[config.mk]
export PLATFORM = sky130hd
export DESIGN_NAME = smp_sequencer
export DESIGN_NICKNAME = d
export VERILOG_FILES = /design/src/hdl/smp_pkg.sv /design/src/hdl/smp_sequencer.sv
export SDC_FILE = /design/constraint.sdc
export NUM_CORES = 1
export LEC_CHECK = 0
export ABC_AREA = 0
export BUFFER_PORTS_ARGS = -buffer_cell sky130_fd_sc_hd__buf_2
export CORE_ASPECT_RATIO = 1.4
export CORE_MARGIN = 4
export CORE_UTILIZATION = 40
export DETAILED_ROUTE_END_ITERATION = 16
export PLACE_DENSITY = 0.66
export SLEW_MARGIN = 20
export SYNTH_ARGS = -nofsm -noshare
export SYNTH_HDL_FRONTEND = slang
export SYNTH_SLANG_ARGS = --single-unit
[constraint.sdc]
create_clock -name mclk -period 6.5 [get_ports mclk]
set_clock_uncertainty 0.05 [all_clocks]
set_input_delay 1.3 -clock mclk [delete_from_list [all_inputs] [get_ports mclk]]
set_output_delay 1.3 -clock mclk [all_outputs]
set_load 0.05 [all_outputs]
[src/hdl/smp_pkg.sv]
// How it works
// - Stop with stop_allow clear enters no level and raises an illegal-opcode reset.
// - Level: debug, both low-volt bits, pdc 0 give light; partial_power_down_ctl picks middle or deep.
// - Light stop keeps registers, RAM and every pin state unchanged.
// - Light stop ends on reset pin or timer, low-volt, converter, irq or keypad.
// - Reset-pin exit gives full reset and reset vector; interrupts give their vector.
// - Both low-volt bits set at entry keep the regulator fully active.
// - Converter runs in light stop only with async clock and detector kept on.
// - Debug allowed at entry keeps debug clock running and regulator in full regulation.
// - While stopped, memory-status debug commands return a stop/wait error, no access.
// - With debug allowed a background command wakes into background; then all accepted.
// - Middle stop powers down all but RAM and latches every pin control.
// - Middle and deep stop use the wake pin as active-low input, pull-up off.
// - The periodic wake timer wakes the device from middle and deep stop.
// - Middle or deep wake restarts as power-on: controls reset, low-trip hold, reset vector.
// - Middle wake sets the partial flag; flag and pin latches hold until ack written.
// - Once latches open pins follow current port registers or enabled peripheral.
// - Deep stop powers nearly everything down and drives pins high impedance.
// - Deep wake sets the power-down flag until ack written.
// - Every stop level stops peripheral clocks, debug clock notwithstanding.
// - Internal clock source runs in light stop only with both its enables set.
// - Oscillator runs in light stop with both enables; high range also needs detector.
//
// Purpose: constants, register map and carrier types of the stop-mode sequencer
// Assumes: 32-bit Avalon-MM register window, byte addresses
// Notes:   control bits all sit in one word, flags and ack in a second

package smp_pkg;

	// Register byte offsets
	localparam logic [3:0] SMP_OFS_CTRL   = 4'h0;
	localparam logic [3:0] SMP_OFS_STATUS = 4'h4;

	// Control word field positions
	localparam int SMP_B_STOP_ALLOW   = 0;
	localparam int SMP_B_LV_ON        = 1;
	localparam int SMP_B_LV_IN_STOP   = 2;
	localparam int SMP_B_PDC          = 3;
	localparam int SMP_B_PARTIAL_POWER_DOWN_CTL         = 4;
	localparam int SMP_B_DEBUG_ALLOW  = 5;
	localparam int SMP_B_INT_CLK_ON   = 6;
	localparam int SMP_B_INT_STOP_ON  = 7;
	localparam int SMP_B_EXT_CLK_ON   = 8;
	localparam int SMP_B_EXT_STOP_ON  = 9;
	localparam int SMP_B_OSC_HI_RANGE = 10;
	localparam int SMP_B_ADC_ASYNC    = 11;
	localparam int SMP_CTRL_W         = 12;

	// Status word field positions
	localparam int SMP_B_PARTIAL_POWER_DOWN_FLAG  = 0;
	localparam int SMP_B_PDF   = 1;
	localparam int SMP_B_ACK   = 2;
	localparam int SMP_B_STATE = 8;

	// Reset values
	localparam logic [11:0] SMP_CTRL_RST = 12'h000;
	localparam logic [3:0]  SMP_SYNC_RST = 4'hf;

	// Wake cause codes that select the vector
	localparam logic [2:0] SMP_SRC_RESET = 3'h0;
	localparam logic [2:0] SMP_SRC_TIMER = 3'h1;
	localparam logic [2:0] SMP_SRC_LV    = 3'h2;
	localparam logic [2:0] SMP_SRC_ADC   = 3'h3;
	localparam logic [2:0] SMP_SRC_IRQ   = 3'h4;
	localparam logic [2:0] SMP_SRC_KEY   = 3'h5;
	localparam logic [2:0] SMP_SRC_DEBUG = 3'h6;

	typedef enum logic [5:0] {
		SMP_RUN    = 6'h01,
		SMP_LIGHT  = 6'h02,
		SMP_MIDDLE = 6'h04,
		SMP_DEEP   = 6'h08,
		SMP_POR    = 6'h10,
		SMP_RESUME = 6'h20
	} smp_state_t;

	// Power, clock and pin controls driven to the rest of the chip
	typedef struct packed {
		logic cpu_clk_on;
		logic periph_clk_on;
		logic debug_clk_on;
		logic reg_full;
		logic ram_on;
		logic core_on;
		logic adc_on;
		logic ics_on;
		logic crystal_oscillator_on;
		logic pins_latched;
		logic pins_hiz;
		logic wake_pin_mode;
		logic wake_pull_off;
	} smp_pwr_t;

	localparam smp_pwr_t SMP_PWR_RUN = 13'h1fb0;

	// Interrupt requests from the peripherals
	typedef struct packed {
		logic timer;
		logic lv;
		logic adc;
		logic key;
	} smp_irq_t;

endpackage

[src/hdl/smp_sequencer.sv]
// Purpose: stop-mode entry, wake-up and recovery sequencing
// Assumes: stop_done pulses once the stop instruction has completed
// Notes:   only mclk; this block stays powered in every stop level
//
// Our own choices: the Avalon-MM interface to the registers and the placing of the registers.

`timescale 1ns/1ps
`default_nettype none

module smp_sequencer (
	input  wire logic              mclk,
	input  wire logic              reset_n,
	// Avalon-MM slave
	input  wire logic [3:0]        avs_address,
	input  wire logic              avs_read,
	input  wire logic              avs_write,
	input  wire logic [31:0]       avs_writedata,
	input  wire logic [3:0]        avs_byteenable,
	output logic [31:0]            avs_readdata,
	output logic                   avs_waitrequest,
	// Core and peripherals
	input  wire logic              stop_done,
	input  wire smp_pkg::smp_irq_t irq_req,
	// Pins and analog
	input  wire logic              rst_pin_n,
	input  wire logic              irq_pin_n,
	input  wire logic              wake_pin_n,
	input  wire logic              supply_ok,
	// Debug link
	input  wire logic              dbg_bg_cmd,
	input  wire logic              dbg_stat_cmd,
	output logic                   dbg_stat_err,
	output logic                   dbg_enter_bg,
	output logic                   dbg_all_cmds,
	// System outputs
	output smp_pkg::smp_pwr_t      pwr,
	output logic                   illegal_op_rst,
	output logic                   sys_rst,
	output logic                   lv_rst_low_trip,
	output logic                   vec_fetch,
	output logic [2:0]             vec_src
);
	import smp_pkg::*;

	////////////////////////////////////////////////////////////////////////////
	// Reset release and pin synchronisers

	logic [1:0]       rst_sync_reg;
	logic             rst_n;
	logic [3:0]       pin_s1_reg;
	logic [3:0]       pin_s2_reg;
	logic             rst_pin_low;
	logic             irq_pin_low;
	logic             wake_pin_low;
	logic             supply_good;

	// Release through two flops so no flop leaves reset on a ragged edge
	always_ff @(posedge mclk or negedge reset_n) begin
		if (!reset_n) begin
			rst_sync_reg <= 2'h0;
		end else begin
			rst_sync_reg <= {rst_sync_reg[0], 1'b1};
		end
	end
	assign rst_n = rst_sync_reg[1];

	// Pins are asynchronous; only the second stage is read
	always_ff @(posedge mclk or negedge rst_n) begin
		if (!rst_n) begin
			pin_s1_reg <= SMP_SYNC_RST;
			pin_s2_reg <= SMP_SYNC_RST;
		end else begin
			pin_s1_reg <= {rst_pin_n, irq_pin_n, supply_ok, wake_pin_n};
			pin_s2_reg <= pin_s1_reg;
		end
	end
	assign rst_pin_low  = !pin_s2_reg[3];
	assign irq_pin_low  = !pin_s2_reg[2];
	assign supply_good  = pin_s2_reg[1];
	assign wake_pin_low = !pin_s2_reg[0];

	////////////////////////////////////////////////////////////////////////////
	// Decoders

	// Level chosen by the configuration at stop time
	function automatic smp_state_t level_sel(input logic [SMP_CTRL_W-1:0] c);
		if (c[SMP_B_DEBUG_ALLOW]) begin
			level_sel = SMP_LIGHT;
		end else if (c[SMP_B_LV_ON] && c[SMP_B_LV_IN_STOP]) begin
			level_sel = SMP_LIGHT;
		end else if (!c[SMP_B_PDC]) begin
			level_sel = SMP_LIGHT;
		end else if (c[SMP_B_PARTIAL_POWER_DOWN_CTL]) begin
			level_sel = SMP_MIDDLE;
		end else begin
			level_sel = SMP_DEEP;
		end
	endfunction

	// Register select on the byte address
	function automatic logic is_reg(input logic [3:0] a, input logic [3:0] ofs);
		is_reg = (a == ofs);
	endfunction

	////////////////////////////////////////////////////////////////////////////
	// Register bus

	logic                  wait_reg;
	logic [31:0]           rdata_reg;
	logic [SMP_CTRL_W-1:0] ctrl_reg;
	logic [SMP_CTRL_W-1:0] cfg_reg;
	logic                  partial_power_down_flag_reg;
	logic                  pdf_reg;
	logic                  wr_take;
	logic                  ack_wr;
	smp_state_t            state_reg;
	smp_state_t            state_next;
	logic                  lv_both;

	// One wait cycle per access; the request is taken when wait is low
	always_ff @(posedge mclk or negedge rst_n) begin
		if (!rst_n) begin
			wait_reg <= 1'b1;
		end else if ((avs_read || avs_write) && wait_reg) begin
			wait_reg <= 1'b0;
		end else begin
			wait_reg <= 1'b1;
		end
	end
	assign wr_take = avs_write && !wait_reg;
	assign ack_wr  = wr_take && is_reg(avs_address, SMP_OFS_STATUS)
		&& avs_byteenable[0] && avs_writedata[SMP_B_ACK];

	// Read data captured as wait drops; unmapped reads give zero
	always_ff @(posedge mclk or negedge rst_n) begin
		if (!rst_n) begin
			rdata_reg <= 32'h0;
		end else if (avs_read && wait_reg) begin
			if (is_reg(avs_address, SMP_OFS_CTRL)) begin
				rdata_reg <= {20'h0, ctrl_reg};
			end else if (is_reg(avs_address, SMP_OFS_STATUS)) begin
				rdata_reg <= {18'h0, state_reg, 6'h0, pdf_reg, partial_power_down_flag_reg};
			end else begin
				rdata_reg <= 32'h0;
			end
		end
	end

	// Control word; a power-on style restart clears it
	always_ff @(posedge mclk or negedge rst_n) begin
		if (!rst_n) begin
			ctrl_reg <= SMP_CTRL_RST;
		end else if (state_next == SMP_POR) begin
			ctrl_reg <= SMP_CTRL_RST;
		end else if (wr_take && is_reg(avs_address, SMP_OFS_CTRL)) begin
			if (avs_byteenable[0]) begin
				ctrl_reg[7:0] <= avs_writedata[7:0];
			end
			if (avs_byteenable[1]) begin
				ctrl_reg[11:8] <= avs_writedata[11:8];
			end
		end
	end

	// Snapshot at entry so bus writes while stopped cannot alter the level
	always_ff @(posedge mclk or negedge rst_n) begin
		if (!rst_n) begin
			cfg_reg <= SMP_CTRL_RST;
		end else if (state_reg == SMP_RUN && stop_done) begin
			cfg_reg <= ctrl_reg;
		end
	end
	assign lv_both = cfg_reg[SMP_B_LV_ON] && cfg_reg[SMP_B_LV_IN_STOP];

	// Recovery flags; a wake in the same cycle as the ack wins
	always_ff @(posedge mclk or negedge rst_n) begin
		if (!rst_n) begin
			partial_power_down_flag_reg <= 1'b0;
			pdf_reg  <= 1'b0;
		end else begin
			if (state_reg == SMP_MIDDLE && state_next == SMP_POR) begin
				partial_power_down_flag_reg <= 1'b1;
			end else if (ack_wr) begin
				partial_power_down_flag_reg <= 1'b0;
			end
			if (state_reg == SMP_DEEP && state_next == SMP_POR) begin
				pdf_reg <= 1'b1;
			end else if (ack_wr) begin
				pdf_reg <= 1'b0;
			end
		end
	end

	////////////////////////////////////////////////////////////////////////////
	// Sequencer

	logic       any_irq;
	logic [2:0] irq_src;

	// Reset pin outranks every interrupt
	always_comb begin
		any_irq = 1'b1;
		irq_src = SMP_SRC_RESET;
		if (irq_req.timer) begin
			irq_src = SMP_SRC_TIMER;
		end else if (irq_req.lv) begin
			irq_src = SMP_SRC_LV;
		end else if (irq_req.adc) begin
			irq_src = SMP_SRC_ADC;
		end else if (irq_pin_low) begin
			irq_src = SMP_SRC_IRQ;
		end else if (irq_req.key) begin
			irq_src = SMP_SRC_KEY;
		end else begin
			any_irq = 1'b0;
		end
	end

	// Level changes
	always_comb begin
		state_next = state_reg;
		case (state_reg)
			SMP_RUN: begin
				if (stop_done && ctrl_reg[SMP_B_STOP_ALLOW]) begin
					state_next = level_sel(ctrl_reg);
				end
			end
			SMP_LIGHT: begin
				if (rst_pin_low || any_irq) begin
					state_next = SMP_RESUME;
				end else if (cfg_reg[SMP_B_DEBUG_ALLOW] && dbg_bg_cmd) begin
					state_next = SMP_RESUME;
				end
			end
			SMP_MIDDLE, SMP_DEEP: begin
				if (wake_pin_low || irq_req.timer) begin
					state_next = SMP_POR;
				end
			end
			SMP_POR: begin
				if (supply_good) begin
					state_next = SMP_RESUME;
				end
			end
			SMP_RESUME: begin
				state_next = SMP_RUN;
			end
			default: begin
				state_next = SMP_RUN;
			end
		endcase
	end

	always_ff @(posedge mclk or negedge rst_n) begin
		if (!rst_n) begin
			state_reg <= SMP_RUN;
		end else begin
			state_reg <= state_next;
		end
	end

	////////////////////////////////////////////////////////////////////////////
	// Wake cause, vector and reset requests

	logic [2:0] src_reg;
	logic       bg_wake_reg;
	logic       fetch_reg;
	logic       illegal_reg;
	logic       sys_rst_reg;
	logic       low_trip_reg;

	// Cause recorded when the level is left
	always_ff @(posedge mclk or negedge rst_n) begin
		if (!rst_n) begin
			src_reg     <= SMP_SRC_RESET;
			bg_wake_reg <= 1'b0;
		end else begin
			bg_wake_reg <= 1'b0;
			if (state_reg == SMP_LIGHT && state_next == SMP_RESUME) begin
				if (rst_pin_low) begin
					src_reg <= SMP_SRC_RESET;
				end else if (any_irq) begin
					src_reg <= irq_src;
				end else begin
					src_reg     <= SMP_SRC_DEBUG;
					bg_wake_reg <= 1'b1;
				end
			end else if (state_next == SMP_POR) begin
				src_reg <= SMP_SRC_RESET;
			end
		end
	end

	// Vector fetched one cycle after clocks restart
	always_ff @(posedge mclk or negedge rst_n) begin
		if (!rst_n) begin
			fetch_reg <= 1'b0;
		end else begin
			fetch_reg <= (state_reg == SMP_RESUME);
		end
	end

	// Stop refused: no level, illegal-opcode reset instead
	always_ff @(posedge mclk or negedge rst_n) begin
		if (!rst_n) begin
			illegal_reg <= 1'b0;
		end else begin
			illegal_reg <= (state_reg == SMP_RUN) && stop_done
				&& !ctrl_reg[SMP_B_STOP_ALLOW];
		end
	end

	// Full reset on pin exit or held through a power-on style restart
	always_ff @(posedge mclk or negedge rst_n) begin
		if (!rst_n) begin
			sys_rst_reg  <= 1'b0;
			low_trip_reg <= 1'b0;
		end else begin
			sys_rst_reg <= (state_next == SMP_POR)
				|| (state_reg == SMP_LIGHT && rst_pin_low);
			low_trip_reg <= (state_next == SMP_POR);
		end
	end

	////////////////////////////////////////////////////////////////////////////
	// Debug link answers

	logic stat_err_reg;
	logic all_cmds_reg;

	// No memory access while stopped; only status with an error comes back
	always_ff @(posedge mclk or negedge rst_n) begin
		if (!rst_n) begin
			stat_err_reg <= 1'b0;
			all_cmds_reg <= 1'b1;
		end else begin
			stat_err_reg <= dbg_stat_cmd && (state_reg != SMP_RUN);
			all_cmds_reg <= (state_next == SMP_RUN);
		end
	end

	////////////////////////////////////////////////////////////////////////////
	// Power, clock and pin controls

	smp_pwr_t pwr_next;
	smp_pwr_t pwr_reg;

	always_comb begin
		pwr_next = SMP_PWR_RUN;
		pwr_next.pins_latched = (partial_power_down_flag_reg && !ack_wr) || (state_reg == SMP_MIDDLE);
		case (state_next)
			SMP_LIGHT: begin
				// Registers, RAM and pins simply hold; clocks stop, regulator leaves full regulation unless kept
				pwr_next.cpu_clk_on    = 1'b0;
				pwr_next.periph_clk_on = 1'b0;
				pwr_next.debug_clk_on  = cfg_reg[SMP_B_DEBUG_ALLOW];
				pwr_next.reg_full = lv_both || cfg_reg[SMP_B_DEBUG_ALLOW];
				pwr_next.adc_on = cfg_reg[SMP_B_ADC_ASYNC] && lv_both;
				pwr_next.ics_on = cfg_reg[SMP_B_INT_CLK_ON]
					&& cfg_reg[SMP_B_INT_STOP_ON];
				pwr_next.crystal_oscillator_on = cfg_reg[SMP_B_EXT_CLK_ON] && cfg_reg[SMP_B_EXT_STOP_ON]
					&& (!cfg_reg[SMP_B_OSC_HI_RANGE] || lv_both);
			end
			SMP_MIDDLE: begin
				pwr_next = '0;
				pwr_next.ram_on        = 1'b1;
				pwr_next.pins_latched  = 1'b1;
				pwr_next.wake_pin_mode = 1'b1;
				pwr_next.wake_pull_off = 1'b1;
			end
			SMP_DEEP: begin
				pwr_next = '0;
				pwr_next.pins_hiz      = 1'b1;
				pwr_next.wake_pin_mode = 1'b1;
				pwr_next.wake_pull_off = 1'b1;
			end
			SMP_POR: begin
				// Core held in reset with clocks off until supply clears the low trip
				pwr_next.cpu_clk_on    = 1'b0;
				pwr_next.periph_clk_on = 1'b0;
				pwr_next.pins_hiz      = !partial_power_down_flag_reg && (state_reg != SMP_MIDDLE);
			end
			SMP_RUN, SMP_RESUME: begin
				pwr_next.cpu_clk_on = 1'b1;
			end
			default: begin
				pwr_next = SMP_PWR_RUN;
			end
		endcase
	end

	always_ff @(posedge mclk or negedge rst_n) begin
		if (!rst_n) begin
			pwr_reg <= SMP_PWR_RUN;
		end else begin
			pwr_reg <= pwr_next;
		end
	end

	////////////////////////////////////////////////////////////////////////////
	// Outputs, all straight from flops

	assign avs_readdata    = rdata_reg;
	assign avs_waitrequest = wait_reg;
	assign dbg_stat_err    = stat_err_reg;
	assign dbg_enter_bg    = bg_wake_reg;
	assign dbg_all_cmds    = all_cmds_reg;
	assign pwr             = pwr_reg;
	assign illegal_op_rst  = illegal_reg;
	assign sys_rst         = sys_rst_reg;
	assign lv_rst_low_trip = low_trip_reg;
	assign vec_fetch       = fetch_reg;
	assign vec_src         = src_reg;

endmodule // smp_sequencer

`default_nettype wire

# Word-level counts from Yosys, hierarchy flattened
# Cells that the tools add are included.
[word_totals]
mem_bits_ro = 0
memories = 0
latch_bits = 0
ram_bits = 0
word_cells = 141
register_bits = 97
[classes]
n_eq_ne = 15
n_bitwise = 0
div_mod_pow = 0
n_mux = 44
n_shift = 0
n_mul = 0
reduce_logical = 51
magnitude_cmp = 0
addsub = 0
[op_table]
columns = ["operator", "n"]
rows = [
  ["$mux 6", 7],
  ["$mux 14", 2],
  ["$mux 3", 9],
  ["$logic_and 1x1->1", 24],
  ["$mux 12", 2],
  ["$pmux 6 s4", 1],
  ["$mux 1", 13],
  ["$eq 6x1->1 const B", 2],
  ["$eq 6x2->1 const B", 2],
  ["$eq 6x3->1 const B", 2],
  ["$eq 6x4->1 const B", 2],
  ["$eq 6x5->1 const B", 2],
  ["$eq 6x6->1 const B", 2],
  ["$mux 4", 3],
  ["$reduce_bool 2->1", 6],
  ["$mux 8", 1],
  ["$pmux 2 s2", 2],
  ["$reduce_or 4->1", 2],
  ["$logic_not 1->1", 7],
  ["$logic_or 1x1->1", 7],
  ["$ne 6x1->1 const B", 1],
  ["$ne 6x3->1 const B", 1],
  ["$pmux 3 s2", 1],
  ["$eq 4x3->1 const B", 1],
  ["5 further kinds", 8],
]

# Longest topological paths before layout
[depth]
ltp_word = 11
ltp_mapped = 6
mapped_depth_nobuf = 5

# Worst setup path after synthesis
# No wires, ideal clock.
[synth_timing]
path_type = "input-to-reg"
from = "input port irq_req[3] (netlist bit)"
to = "register pwr_reg, in the netlist pwr[11]"
required_time_ns = 6.366
path_stages = 5
setup_time_ns = 0.084
arrival_ns = 2.569
path_slack_ns = 3.797
path_cell_list = "nor4b_1 -> nand3_1 -> nor2b_1 -> a21o_1 -> or2_2"
[synth_lines]
columns = ["element", "line_no", "text"]
rows = [
  ["from (decl)", "smp_sequencer.sv:23", "input wire smp_pkg::smp_irq_t irq_req,"],
  ["to (signal assigned)", "smp_sequencer.sv:396", "pwr_reg <= pwr_next;"],
  ["to (decl)", "smp_sequencer.sv:346", "smp_pwr_t pwr_reg;"],
]

==> flow_metrics.py <==
metrics = {
    "cts": {
        "cts_inserted_buffers": 9,
        "clk_pin_slew_ns": 0.08,
        "root_buffer": "clkbuf_8",
        "clkLatencyLatePin_ns": 0.35,
        "cts-resized-gates": 0,
        "cts.sinks": 75,
        "clk_path_buf_depth": 2,
        "post_cts_buffers": 0,
        "htreeDepth": 3,
        "postCtsHoldBufs": 0,
        "tritoncts": "yes",
    },
    "logic_synthesis": {
        "ys.flop_type": "dfrtp_1",
        "yosysUniqueCellTypes": 52,
        "synth-async-reset-ratio_pct": 100,
        "ys_ff_latch": 75,
        "syn-instance-count": 274,
        "syn_area_um2": 3150,
        "synth-seq-area-share_pct": 60.3,
        "synth_edf_count": 0,
        "yosys_warnings": 0,
        "syn_avg_cell_area_um2": 11.5,
    },
    "critical_path": {
        "critical-path-top-delay-family": "simple AND/OR/NAND/NOR gates",
        "cp.arrival_ns": 2.93,
        "r2r-end": "pwr[4]",
        "rrSetupSlack_ns": 3.80,
        "start_kind": "input pin",
        "r2r_start": "state_reg[2]",
        "critPathKind": "in -> reg",
        "end_kind": "register",
        "slowest_delay_ns": 0.47,
        "required_ns": 6.72,
        "slowest_stage": "nor4b_1",
        "critPathBufInv": 1,
        "crit_path_max_fanout": 6,
        "worstRegToRegCells": 5,
        "crit_chain": "buf_2 -> nor4b_1 -> nand3_1 -> nor2b_1 -> a21o_1 -> or2_2",
    },
    "power_and_ir_drop": {
        "p_per_area_nw_per_um2": 330,
        "combPwrFrac_pct": 20.8,
        "p_sw_uw": 390,
        "ir_worst_vdd_uv": 162,
        "p_leak_nw": 1.77,
        "switching_share_pct": 31.6,
        "power_frac_seq_pct": 46.7,
        "power_frac_clock_pct": 32.4,
        "p_int_uw": 846,
    },
    "placement": {
        "place_ws_ns": 3.13,
        "hpwlAfterDp_um": 4980,
        "place_congestion": 0.830,
        "portBuffers": 70,
    },
    "detailed_routing": {
        "ant_nets": 0,
        "drt_iter0_drc": 175,
        "post_drt_via_cell_ratio": 4.81,
        "first_pass_iters": 4,
        "drc_errors": 0,
        "vias": 2158,
        "wl_per_cell_um": 15.0,
        "drt-total-wl_um": 6710,
    },
    "global_route": {
        "track_usage_pct": 15.2,
        "grt.busiest_layer": "met2",
        "antenna_found_initial": 0,
        "use_met1_pct": 17.7,
        "grt_max_degree": 38,
        "grt_pass1_wl_um": 11200,
        "use_met3_pct": 5.46,
        "overflow": 0,
        "use_met2_pct": 24.7,
        "grt_pass1_vias": 2259,
    },
    "floorplanning": {
        "dieArea_um2": 9380,
        "initial_utilization_pct": 40.9,
        "die_x_um": 83.0,
        "die_h_um": 113,
        "io_pins": 111,
        "fp.coreArea_um2": 7700,
        "row_count": 38,
    },
    "cells_and_area": {
        "diodes": 0,
        "area_growth_pct": 18.9,
        "drive_above_1_share_pct": 36.4,
        "final_nets": 399,
        "largest_register_ffs": 14,
    },
    "timing": {
        "slew_violations": 0,
        "clock.fmax_mhz": 369,
        "worst_slack_ns": 3.79,
        "timing.final.crit_share_pct": 41.6,
        "rsz0062_at_grt": "no",
        "fin_crit_ns": 2.71,
        "hold_viol_final": 0,
        "setup_viol": 0,
        "worst_pin_slew_ns": 0.807,
        "slew_headroom_pct": 46.1,
        "fin_tns_setup_ns": 0,
    },
    "job": {
        "maxCapViolCount": 0,
    },
    "run_status": {
        "outcome": "complete, no violations",
    },
    "hold_path": {
        "hp-class": "reg -> async",
    },
}
-- logic make-up after synthesis --
| kind of cell | share of synthesized area, % |
|---|---|
| flops | 60.3 |
| xor+xnor | 0.278 |
| compound gates | 12.1 |
| buf+inv | 6.71 |
| simple gates | 15.9 |
| other cells | 0.238 |
| mux | 4.49 |
-- layer usage --
metal,vias to the layer above,share of wire [%]
met4,0,2.5
met5,-,0
met3,12,6.4
met2,56,51
li1,1058,-
met1,1032,40
-- cell usage after synthesis (all sizes together) (2+ instances only) --
| cell | n | share of area, % |
|---|---|---|
| nor2b | 4 | 0.79 |
| nand4b | 2 | 0.56 |
| a21o | 2 | 0.48 |
| nand3b | 3 | 0.71 |
| and3 | 3 | 0.60 |
| a21oi | 11 | 1.7 |
| o21ai | 21 | 3.8 |
| o31ai | 3 | 0.87 |
| nand2 | 50 | 6.0 |
| mux2 | 9 | 3.2 |
| clkbuf | 6 | 0.71 |
| nand3 | 6 | 1.1 |
| a22o | 2 | 0.56 |
| nor4 | 2 | 0.40 |
| a31o | 2 | 0.56 |
| a22oi | 6 | 1.4 |
| conb | 2 | 0.24 |
| mux2i | 4 | 1.3 |
| buf | 23 | 5.5 |
| nor2 | 9 | 1.3 |
| inv | 4 | 0.48 |
| nor4b | 3 | 1.0 |
| nor3 | 2 | 0.32 |
| dfrtp | 57 | 45 |
| nor3b | 4 | 0.95 |
| dfstp | 18 | 15 |
-- worst reg2reg max path, stage by stage (launching register included) --
cell     delay [ns]
dfrtp_1        0.51
nor4b_1        0.50
nand3_1        0.57
o32ai_4        0.59
nor2_1         0.17
a41o_1         0.24
-- cell usage in the layout, fill, tap and decap left out, types with 2 or more instances in the layout --
| cell | count |
|---|---|
| nor3b_1 | 4 |
| and3_1 | 3 |
| mux2i_1 | 4 |
| dfrtp_1 | 56 |
| nor2b_1 | 4 |
| conb_1 | 19 |
| inv_1 | 4 |
| clkbuf_8 | 11 |
| nor2_1 | 8 |
| a22o_1 | 2 |
| buf_2 | 70 |
| nor3_1 | 2 |
| mux2_2 | 9 |
| o21ai_0 | 18 |
| a21oi_1 | 11 |
| o31ai_1 | 2 |
| nor4b_1 | 2 |
| nand2_1 | 50 |
| bufinv_16 | 2 |
| nand4b_1 | 2 |
| dfstp_2 | 18 |
| nand3_1 | 5 |
| a21o_1 | 2 |
| a22oi_1 | 6 |
| nand3b_1 | 3 |
-- area by class of cell --
| class | count | area, um^2 |
|---|---|---|
| clock inverters | 4 | 72.6 |
| repair buffers | 71 | 358 |
| inverters | 4 | 15.0 |
| well taps | 100 | 125 |
| flip-flops and latches | 75 | 1900 |
| clock buffers | 12 | 155 |
| multi-input cells | 183 | 1120 |
| fillers | 732 | 3960 |
-- through the flow --
stage / instance area, um^2 / util [%] / power [mW] / instances / hold WS (ns)
global placement: 3510 / 45.6 / 0.839 / 433 / 0.287
detailed placement: 3510 / 45.6 / 0.845 / 433 / 0.292
floorplan: 3220 / - / 0.789 / 291 / 0.281
CTS: 3740 / 48.5 / 1.25 / 449 / 0.310
global route: 3750 / 48.6 / 1.30 / 449 / 0.316
finish: 3750 / 48.6 / 1.24 / 449 / 0.293
-- worst max-delay path by stage --
| stage | slack (ns) | from | depth (start not counted) | to |
|---|---|---|---|---|
| 6_report | 3.79 | irq_req[3] | 6 | pwr[11] |
| 4_1_cts | 3.52 | avs_address[1] | 5 | ctrl_reg[3] |
| 3_3_place_gp | 3.15 | avs_address[1] | 5 | ctrl_reg[0] |
| 3_5_place_dp | 3.13 | avs_address[1] | 5 | ctrl_reg[3] |
| 2_1_floorplan | 3.80 | irq_req[3] | 5 | pwr[11] |
| 5_1_grt | 3.52 | state_reg[2] | 5 | pwr[5] |
-- power by group through the flow --
stage / registers [mW] / logic [mW] / clock network, mW
floorplan: 0.645 / 0.144 / 0
global placement: 0.585 / 0.254 / 0
detailed placement: 0.587 / 0.259 / 0
CTS: 0.578 / 0.260 / 0.412
global route: 0.587 / 0.279 / 0.434
finish: 0.578 / 0.257 / 0.401
Note: power is estimated with default switching activity, not from simulation.
